File: config.mk
export PLATFORM = sky130hd
export DESIGN_NAME = reset_wake_ctrl
export DESIGN_NICKNAME = d
export VERILOG_FILES = /design/src/common/reset_wake_pkg.sv /design/src/rtl/reset_wake_ctrl.sv
export VERILOG_INCLUDE_DIRS = /design/src /design/src/common
export SDC_FILE = /design/constraint.sdc
export NUM_CORES = 1
export LEC_CHECK = 0
export BUFFER_PORTS_ARGS = -buffer_cell sky130_fd_sc_hd__buf_2
export CAP_MARGIN = 30
export CORE_UTILIZATION = 36
export CTS_BUF_LIST = sky130_fd_sc_hd__clkbuf_4 sky130_fd_sc_hd__clkbuf_8
export DETAILED_ROUTE_END_ITERATION = 16
export PLACE_DENSITY = 0.51
export SYNTH_ARGS = -nofsm -noshare
export SYNTH_HDL_FRONTEND = slang
export SYNTH_SLANG_ARGS = --single-unit
File: constraint.sdc
create_clock -name core_clk_i -period 3.3 [get_ports core_clk_i]
set_input_delay 0.66 -clock core_clk_i [delete_from_list [all_inputs] [get_ports core_clk_i]]
set_output_delay 0.66 -clock core_clk_i [all_outputs]
set_load 0.03 [all_outputs]
File: src/common/reset_wake_regs.svh
`ifndef RESET_WAKE_REGS_SVH
`define RESET_WAKE_REGS_SVH
// ------------------------------------------------------------
// register map and cause flag layout
// ------------------------------------------------------------
`define CAUSE_ADDR 8'h15
`define CAUSE_RST_VAL 6'h01
`define BIT_POR 0
`define BIT_CORE 1
`define BIT_IO 2
`define BIT_WAKE 3
`define BIT_EXT 4
`define BIT_WD 5
// ------------------------------------------------------------
// mode field codes of the mode control register
// ------------------------------------------------------------
`define MODE_REQ_NORMAL 2'h0
`define MODE_REQ_STOP 2'h1
`define MODE_REQ_SLEEP 2'h2
// ------------------------------------------------------------
// synchronised input vector positions
// ------------------------------------------------------------
`define IN_LIN 10
`define IN_RST 9
`define IN_POR 8
`define IN_CORE 7
`define IN_IO 6
`define IN_NUM 11
// ------------------------------------------------------------
// timing, in ns, and derived cycle counts
// ------------------------------------------------------------
`define CLK_NS 4
`define RST_FILT_NS 1000
`define RST_FILT_CYC ((`RST_FILT_NS + `CLK_NS - 1) / `CLK_NS)
`define LIN_WAKE_NS 80000
`define LIN_WAKE_CYC ((`LIN_WAKE_NS + `CLK_NS - 1) / `CLK_NS)
`define RST_REL_NS 1000000
`define RST_REL_CYC ((`RST_REL_NS + `CLK_NS - 1) / `CLK_NS)
`define TICK_NS 1000000
`define TICK_CYC (`TICK_NS / `CLK_NS)
`define HS_ON_NS 200
`define HS_ON_CYC ((`HS_ON_NS + `CLK_NS - 1) / `CLK_NS)
`endif

File: src/common/reset_wake_pkg.sv
package reset_wake_pkg;
    // operating modes of the analog die
    typedef enum logic [2:0] {M_POWER_ON, M_RESET, M_NORMAL, M_STOP, M_SLEEP} mode_e;
    // wake-up configuration held by the register file
    typedef struct packed {
        logic [5:0] wake_input_enable;
        logic [1:0] cyclic_sense_select;
        logic [3:0] forced_wake_multiplier;
        logic [7:0] cyclic_sense_timing;
    } wake_cfg_s;
    // wake-up source flags
    typedef struct packed {
        logic forced;
        logic wake_input;
        logic lin;
    } wake_src_s;
    // whole state of the controller
    typedef struct packed {
        mode_e mode;
        logic [2:0][10:0] sync;
        logic [10:0] stab;
        logic [5:0] flags;
        logic [7:0] rdata;
        logic rvalid;
        logic irq;
        logic wsr_pend;
        wake_src_s src;
        logic [23:0] rst_cnt;
        logic [23:0] lin_cnt;
        logic [23:0] rel_cnt;
        logic [23:0] pre_cnt;
        logic [7:0] per_cnt;
        logic [7:0] hs_cnt;
        logic [3:0] fw_cnt;
        logic [5:0] ref_smp;
        logic ref_ok;
        logic [1:0] hs;
        logic [5:0] ana_dis;
        logic rst_oe;
    } core_state_s;
endpackage : reset_wake_pkg

File: src/rtl/reset_wake_ctrl.sv
// Function
// - sleep wake-up event enters reset mode
// - filtered low reset line raises external reset
// - watchdog fault resets normal or stop mode, flag recorded
// - cause register bit layout, top bits zero
// - read returns flags then clears; writes ignored
// - supply low flags masked by power-on/wake
// - stop wake-up raises interrupt, enters normal
// - stop refused until wake source read
// - enabled wake input change wakes, sensing off
// - selected wake pins lose analog function
// - cyclic sense pulses high-side, samples inputs
// - low power overrides high-side control register
// - simultaneous forced and input: forced reported
// - cyclic mode compares consecutive event samples
// - trimmed tick in stop, untrimmed in sleep
// - nonzero multiplier gives periodic forced wake
// - lin wake after long dominant, then recessive
// - normal request wakes stop, no source bit
// - stop: core low or external reset enters reset
// - sleep: main supply loss enters power on
// - reset line held for release time after
// - reset mode defaults registers except cause/source
`timescale 1ns/10ps
`include "reset_wake_regs.svh"
`default_nettype none
module reset_wake_ctrl
    import reset_wake_pkg::*;
#(
    parameter int LIN_CYC = `LIN_WAKE_CYC,
    parameter int REL_CYC = `RST_REL_CYC,
    parameter int TRIM_DIV = `TICK_CYC,
    parameter int UNTRIM_DIV = `TICK_CYC
) (
    // clock and reset
    input wire logic core_clk_i,
    input wire logic rst_n_i,
    // cause register read port
    input wire logic reg_rd_i,
    input wire logic [7:0] reg_addr_i,
    output logic [7:0] reg_rdata_o,
    output logic reg_rvalid_o,
    // mode requests and wake-up configuration
    input wire logic mode_cmd_valid_i,
    input wire logic [1:0] mode_cmd_i,
    input wire logic wsr_read_i,
    input var wake_cfg_s wake_cfg_i,
    input wire logic [1:0] high_side_ctrl_i,
    // analog and pin inputs, asynchronous
    input wire logic [5:0] wake_input_i,
    input wire logic lin_rx_i,
    input wire logic main_supply_low_i,
    input wire logic core_supply_low_i,
    input wire logic io_supply_low_i,
    input wire logic reset_line_i,
    // same-domain watchdog fault pulse
    input wire logic wd_fault_i,
    // reset line, open drain
    output logic reset_line_o,
    output logic reset_line_oe_o,
    // status and drive outputs
    output mode_e mode_o,
    output logic die_regs_default_o,
    output logic die_link_interrupt_o,
    output logic wsr_pending_o,
    output wake_src_s wake_source_o,
    output logic [1:0] high_side_o,
    output logic [5:0] analog_in_disable_o
);
    // ------------------------------------------------------------
    // state and helpers
    // ------------------------------------------------------------
    localparam core_state_s RST_STATE = '{
        mode: M_POWER_ON,
        flags: `CAUSE_RST_VAL,
        rst_oe: 1'b1,
        default: '0
    };

    core_state_s s; // registered state
    core_state_s n; // next state
    logic rd_hit; // read of the cause register
    logic lp; // stop or sleep
    logic tick; // slow sense tick
    logic cyc_evt; // cyclic sense sample point
    logic forced; // forced wake-up this cycle
    logic lx_chg; // wake input change this cycle
    logic lin_wake; // lin wake-up this cycle
    logic ext_rst; // filtered external reset
    logic wake_any; // any wake source with status bit
    logic [5:0] set; // cause flags raised this cycle
    logic [5:0] vis; // flags as seen on a read
    logic [5:0] diff; // enabled wake input differences
    logic [23:0] div; // current tick divider

    // saturating increment keeps long counters from wrapping
    function automatic logic [23:0] sat_inc(input logic [23:0] v);
        return (v == 24'hFF_FFFF) ? v : v + 24'h00_0001;
    endfunction : sat_inc

    // ------------------------------------------------------------
    // next state
    // ------------------------------------------------------------
    always_comb begin
        n = s;
        tick = 1'b0;
        cyc_evt = 1'b0;
        forced = 1'b0;
        lx_chg = 1'b0;
        rd_hit = reg_rd_i && (reg_addr_i == `CAUSE_ADDR);
        lp = (s.mode == M_STOP) || (s.mode == M_SLEEP);

        // three-stage synchronisers; a change counts when stages two and three agree
        n.sync[0] = {lin_rx_i, reset_line_i, main_supply_low_i, core_supply_low_i,
                     io_supply_low_i, wake_input_i};
        n.sync[1] = s.sync[0];
        n.sync[2] = s.sync[1];
        for (int i = 0; i < `IN_NUM; i++) begin
            if (s.sync[1][i] == s.sync[2][i]) begin
                n.stab[i] = s.sync[2][i];
            end
        end

        // external reset filter; our own drive is not an external event
        if (!s.stab[`IN_RST] && !s.rst_oe) begin
            n.rst_cnt = sat_inc(s.rst_cnt);
        end else begin
            n.rst_cnt = '0;
        end
        ext_rst = !s.stab[`IN_RST] && (s.rst_cnt == 24'(`RST_FILT_CYC));

        // slow tick: trimmed divider in stop, untrimmed in sleep
        div = (s.mode == M_STOP) ? 24'(TRIM_DIV) : 24'(UNTRIM_DIV);
        if (lp && (s.pre_cnt >= div - 24'h00_0001)) begin
            n.pre_cnt = '0;
            tick = 1'b1;
        end else if (lp) begin
            n.pre_cnt = s.pre_cnt + 24'h00_0001;
        end else begin
            n.pre_cnt = '0;
        end

        // cyclic period; also runs for forced wake-up alone
        if (lp && tick && (s.hs_cnt == 8'h00) &&
            ((wake_cfg_i.cyclic_sense_select != 2'b00) ||
             (wake_cfg_i.forced_wake_multiplier != 4'h0))) begin
            if (s.per_cnt + 8'h01 >= wake_cfg_i.cyclic_sense_timing) begin
                n.per_cnt = '0;
                n.hs_cnt = 8'(`HS_ON_CYC);
            end else begin
                n.per_cnt = s.per_cnt + 8'h01;
            end
        end
        // sense window: sample on its last cycle while the outputs still power the inputs
        if (s.hs_cnt != 8'h00) begin
            n.hs_cnt = s.hs_cnt - 8'h01;
            // a window cut short by another wake source must not sample in normal mode
            cyc_evt = lp && (s.hs_cnt == 8'h01);
        end
        // high-side drive: low power ignores the control register
        if (lp) begin
            n.hs = (s.hs_cnt != 8'h00) ? wake_cfg_i.cyclic_sense_select : 2'b00;
        end else begin
            n.hs = high_side_ctrl_i;
        end

        // forced wake-up every multiplier times the cyclic period
        if (cyc_evt && (wake_cfg_i.forced_wake_multiplier != 4'h0)) begin
            if ({1'b0, s.fw_cnt} + 5'h01 >= {1'b0, wake_cfg_i.forced_wake_multiplier}) begin
                n.fw_cnt = '0;
                forced = 1'b1;
            end else begin
                n.fw_cnt = s.fw_cnt + 4'h1;
            end
        end

        // wake input change detection
        diff = (s.stab[5:0] ^ s.ref_smp) & wake_cfg_i.wake_input_enable;
        if (wake_cfg_i.cyclic_sense_select == 2'b00) begin
            lx_chg = lp && (|diff);
        end else if (cyc_evt) begin
            lx_chg = s.ref_ok && (|diff);
            n.ref_smp = s.stab[5:0];
            n.ref_ok = 1'b1;
        end

        // lin: long dominant (low) then recessive edge; short-to-ground never wakes
        if (lp && !s.stab[`IN_LIN]) begin
            n.lin_cnt = sat_inc(s.lin_cnt);
        end else begin
            n.lin_cnt = '0;
        end
        lin_wake = lp && s.stab[`IN_LIN] && (s.lin_cnt > 24'(LIN_CYC));
        wake_any = lx_chg || forced || lin_wake;

        // cause flags: set wins over the clearing read
        set = '0;
        set[`BIT_POR] = s.stab[`IN_POR];
        set[`BIT_CORE] = s.stab[`IN_CORE];
        set[`BIT_IO] = s.stab[`IN_IO];
        set[`BIT_WAKE] = (s.mode == M_SLEEP) && wake_any;
        set[`BIT_EXT] = ext_rst;
        set[`BIT_WD] = wd_fault_i;
        vis = s.flags;
        if (s.flags[`BIT_POR] || s.flags[`BIT_WAKE]) begin
            vis[`BIT_IO] = 1'b0;
            vis[`BIT_CORE] = 1'b0;
        end
        n.rvalid = rd_hit;
        if (rd_hit) begin
            n.rdata = {2'b00, vis};
        end
        n.flags = (rd_hit ? 6'h00 : s.flags) | set;

        // wake source register; a new wake-up wins over its read
        if (wsr_read_i) begin
            n.wsr_pend = 1'b0;
            n.src = '0;
            n.irq = 1'b0;
        end
        if (lp && wake_any) begin
            n.wsr_pend = 1'b1;
            n.src.forced = n.src.forced | forced;
            n.src.wake_input = n.src.wake_input | (lx_chg && !forced);
            n.src.lin = n.src.lin | lin_wake;
        end

        // mode sequencing
        case (s.mode)
            M_POWER_ON: begin
                if (!s.stab[`IN_POR]) begin
                    n.mode = M_RESET;
                end
            end
            M_RESET: begin
                if (s.stab[`IN_POR]) begin
                    n.mode = M_POWER_ON;
                end else if (s.stab[`IN_CORE] || s.stab[`IN_IO]) begin
                    n.rel_cnt = '0; // condition still present
                end else if (s.rel_cnt >= 24'(REL_CYC)) begin
                    n.mode = M_NORMAL;
                    n.rel_cnt = '0;
                end else begin
                    n.rel_cnt = sat_inc(s.rel_cnt);
                end
            end
            M_NORMAL: begin
                if (s.stab[`IN_POR]) begin
                    n.mode = M_POWER_ON;
                end else if (s.stab[`IN_CORE] || s.stab[`IN_IO] || ext_rst || wd_fault_i) begin
                    n.mode = M_RESET;
                end else if (mode_cmd_valid_i && (mode_cmd_i == `MODE_REQ_STOP) &&
                             !s.wsr_pend) begin
                    n.mode = M_STOP;
                end else if (mode_cmd_valid_i && (mode_cmd_i == `MODE_REQ_SLEEP)) begin
                    n.mode = M_SLEEP;
                end
            end
            M_STOP: begin
                if (s.stab[`IN_POR]) begin
                    n.mode = M_POWER_ON;
                end else if (s.stab[`IN_CORE] || ext_rst || wd_fault_i) begin
                    n.mode = M_RESET;
                end else if (wake_any) begin
                    n.mode = M_NORMAL;
                    n.irq = 1'b1;
                end else if (mode_cmd_valid_i && (mode_cmd_i == `MODE_REQ_NORMAL)) begin
                    n.mode = M_NORMAL;
                end
            end
            M_SLEEP: begin
                if (s.stab[`IN_POR]) begin
                    n.mode = M_POWER_ON;
                end else if (wake_any) begin
                    n.mode = M_RESET;
                end
            end
            default: begin
                n.mode = M_RESET;
            end
        endcase

        // low-power entry: fresh reference and counters, analog function off on enabled wake inputs
        if (!lp && ((n.mode == M_STOP) || (n.mode == M_SLEEP))) begin
            n.ref_smp = s.stab[5:0];
            n.ref_ok = 1'b0;
            n.per_cnt = '0;
            n.fw_cnt = '0;
            n.hs_cnt = '0;
            n.pre_cnt = '0;
            n.ana_dis = wake_cfg_i.wake_input_enable;
        end else if ((n.mode != M_STOP) && (n.mode != M_SLEEP)) begin
            n.ana_dis = '0;
        end
        // reset line and register defaults follow reset and power-on modes
        n.rst_oe = (n.mode == M_RESET) || (n.mode == M_POWER_ON);
    end

    // ------------------------------------------------------------
    // state register
    // ------------------------------------------------------------
    always_ff @(posedge core_clk_i or negedge rst_n_i) begin
        if (!rst_n_i) begin
            s <= RST_STATE;
        end else begin
            s <= n;
        end
    end

    // ------------------------------------------------------------
    // outputs
    // ------------------------------------------------------------
    assign reg_rdata_o = s.rdata;
    assign reg_rvalid_o = s.rvalid;
    assign reset_line_o = 1'b0; // open drain only ever pulls low
    assign reset_line_oe_o = s.rst_oe;
    assign die_regs_default_o = s.rst_oe;
    assign mode_o = s.mode;
    assign die_link_interrupt_o = s.irq;
    assign wsr_pending_o = s.wsr_pend;
    assign wake_source_o = s.src;
    assign high_side_o = s.hs;
    assign analog_in_disable_o = s.ana_dis;
endmodule : reset_wake_ctrl
`default_nettype wire

==> impl_metrics.tcl <==
set metrics [dict create \
    powerDensity_nw_per_um2 460 \
    fp.dieH_um 162 \
    cts_tree "done" \
    path_class "reg2reg" \
    grt_pass1_vias 6160 \
    layout_min_cycle_time_ns 2.99 \
    cts_buffers 17 \
    gr-usage-met2 0.217 \
    r2r_end "s[20]" \
    tns_ns 0 \
    grt_pass1_wl_um 31200 \
    fp-row-count 58 \
    cp_slowest_cell "a32o_2" \
    cts_resized 0 \
    ant_nets 0 \
    pin_count 77 \
    synthTopCellsByArea "dfrtp_1 53%, nor2_1 5.2%, xor2_1 4.9%" \
    status "completed" \
    drive_gt1_frac 0.161 \
    crit_path_max_fanout 21 \
    initial_core_util 0.367 \
    final_nets 1041 \
    slew_violations 0 \
    synth_area_leader_cell "dfrtp_1" \
    cpPeakStageDelay_ns 0.46 \
    busiest_layer "met1" \
    wirelength_um 18200 \
    syn_area_um2 9230 \
    met1_usage 0.221 \
    ys_types 75 \
    wire_per_inst_um 13.9 \
    gp_congestion 0.746 \
    dieArea_um2 26300 \
    track_usage 0.149 \
    clock_path_buffers 2 \
    tightest_slew_ns 0.860 \
    clock_skew_ns 0.0314 \
    synth_ff_type "dfrtp_1" \
    grt_util_met3 0.0363 \
    coreArea_um2 25200 \
    drtPass1Iterations 8 \
    max-vdd-ir-drop_mv 0.217 \
    hold_class "in2async" \
    n_fill_cell 2459 \
    drtIter0Drc 362 \
    netlist.area_leader.share 0.529 \
    rsz0062_at_grt "no" \
    antenna_found_initial 2 \
    worstSetupStartpointType "flip-flop" \
    synth.avg_cell_area_um2 10.3 \
    yosysSeqAreaShare 0.534 \
    grt_max_degree 80 \
    crit_chain "inv_1 > ha_1 > or4b_1 > o21ai_1 > nand3_1 > a211oi_2 > a21oi_1 > a311o_2 > a32o_2 > a211oi_1" \
    routed_via_density 4.83 \
    max-cap-violations 0 \
    dp_hpwl_um 12900 \
    async_reset_ff_frac 1.00 \
    vias 6347 \
    fmax_mhz 334 \
    r2r-start "s[84]" \
    io_buffers 73 \
    report.power.total_w 0.00475 \
    synth-edff-count 0 \
    min_period_over_period 0.906 \
    cp-startpoint "s[84]" \
    yosysWarnings 0 \
    r2r_cells 10 \
    cp.required_ns 3.69 \
    relSlewSlack 0.427 \
    cp-end-kind "flip-flop" \
    utilization 0.410 \
    total_leakage_power_nw 4.68 \
    cts_sinks 197 \
    synth-seq-cells 197 \
    reg2reg_slack_ns 0.31 \
    cts-root-buf "clkbuf_8" \
    die_w_um 162 \
    endpoint "s[20]" \
    synth_cells 894 \
    setup_violations 0 \
    area_growth_syn_to_layout_pct 11.8 \
    grt_overflow 0 \
    htree_levels 4 \
    worst_hold_slack_ns 0.217 \
    arrival_ns 3.38 \
    cts.clk_slew.worst_paths_ns 0.12 \
    hold_buffers 0 \
    finalHoldViolCount 0 \
    ys_top_cells_by_count "195 x dfrtp_1, 129 x nor2_1, 89 x nand2_1" \
    drc 0 \
    post-cts-setup-buffers 0 \
    clk_latency_ns 0.47 \
    synthMostInstantiatedCell "dfrtp_1" \
]
flip-flops by register name, summed over array words and instances (netlist names):
signal,flops
s,151
n,22
analog_in_disable_o,6
reg_rdata_o,6
mode_o,3
wake_source_o,3
high_side_o,2
die_link_interrupt_o,1
die_regs_default_o,1
reg_rvalid_o,1
wsr_pending_o,1
final cells by class:
class,instances,area [um^2],share of cell area
antenna,2,5.00,0.000485
clock buffer,18,241,0.0234
clock inverter,14,163,0.0158
inverter,27,101,0.00982
multi-input combinational,636,3940,0.382
sequential,197,4930,0.478
tap,330,413,0.0400
timing repair buffer,90,527,0.0510
per-stage QoR:
| step | setup slack, ns | cells | instance area, um^2 |
|---|---|---|---|
| after global placement | 0.222 | 1280 | 9920 |
| after floorplan | 0.504 | 902 | 9260 |
| after CTS | 0.283 | 1312 | 10300 |
| after detailed placement | 0.187 | 1280 | 9920 |
| final | 0.310 | 1314 | 10300 |
| after global routing | 0.110 | 1312 | 10300 |
routing by layer:
metal / routed length, um / vias up
met3: 681 / 2
met5: 0 / -
li1: - / 3220
met4: 76 / 0
met1: 9640 / 3036
met2: 7850 / 89
worst min path at each step:
stage,from,end,slack (ns),depth (start not counted)
4_1_cts,rst_n_i,s[128],0.23,1
5_1_grt,wake_input_i[3],n[177],0.24,1
2_1_floorplan,n[174],n[185],0.33,0
3_3_place_gp,n[175],n[186],0.33,0
3_5_place_dp,n[175],n[186],0.34,0
6_report,rst_n_i,s[120],0.22,1
cell families after synthesis:
group,count (synthesis),synth area share
AO/OA/AOI/OAI,121,0.0922
XOR/XNOR,79,0.0750
adder cells (fa/ha/maj),34,0.0431
buffers and inverters,69,0.0423
flip-flops,197,0.534
multiplexers,9,0.0106
other,1,0.000406
AND/OR/NAND/NOR,384,0.202
worst max-delay path, delay by kind of cell (launching register included):
kind / cells / cell delay, ns
AO/OA/AOI/OAI: 6 / 1.65
AND/OR/NAND/NOR: 2 / 0.58
flip-flops: 1 / 0.42
adder cells (fa/ha/maj): 1 / 0.14
buffers and inverters: 1 / 0.10
cell usage in the layout, fill, tap and decap left out, drive strengths merged, types with 9 or more instances in the layout:
cell and instances:
nor3 23, a22oi 9, o21ai 24, a21oi 34, dfrtp 195, nor4 10
and3 22, clkbuf 19, a21o 9, xor2 52, nor2b 9, xnor2 27
nand2 89, nand3 38, buf 89, nor2 129, or3 9, inv 33
ha 23, nand4 21, a31oi 10, conb 9, maj3 11
report_power, final:
group	total (W)	switching (W)	internal (W)
clock	0.00160	0.000892	0.000704
sequential	0.00264	0.000117	0.00252
combinational	0.000515	0.000302	0.000212
total	0.00475	0.00131	0.00344
No activity file was read; power rests on OpenSTA's default activity.
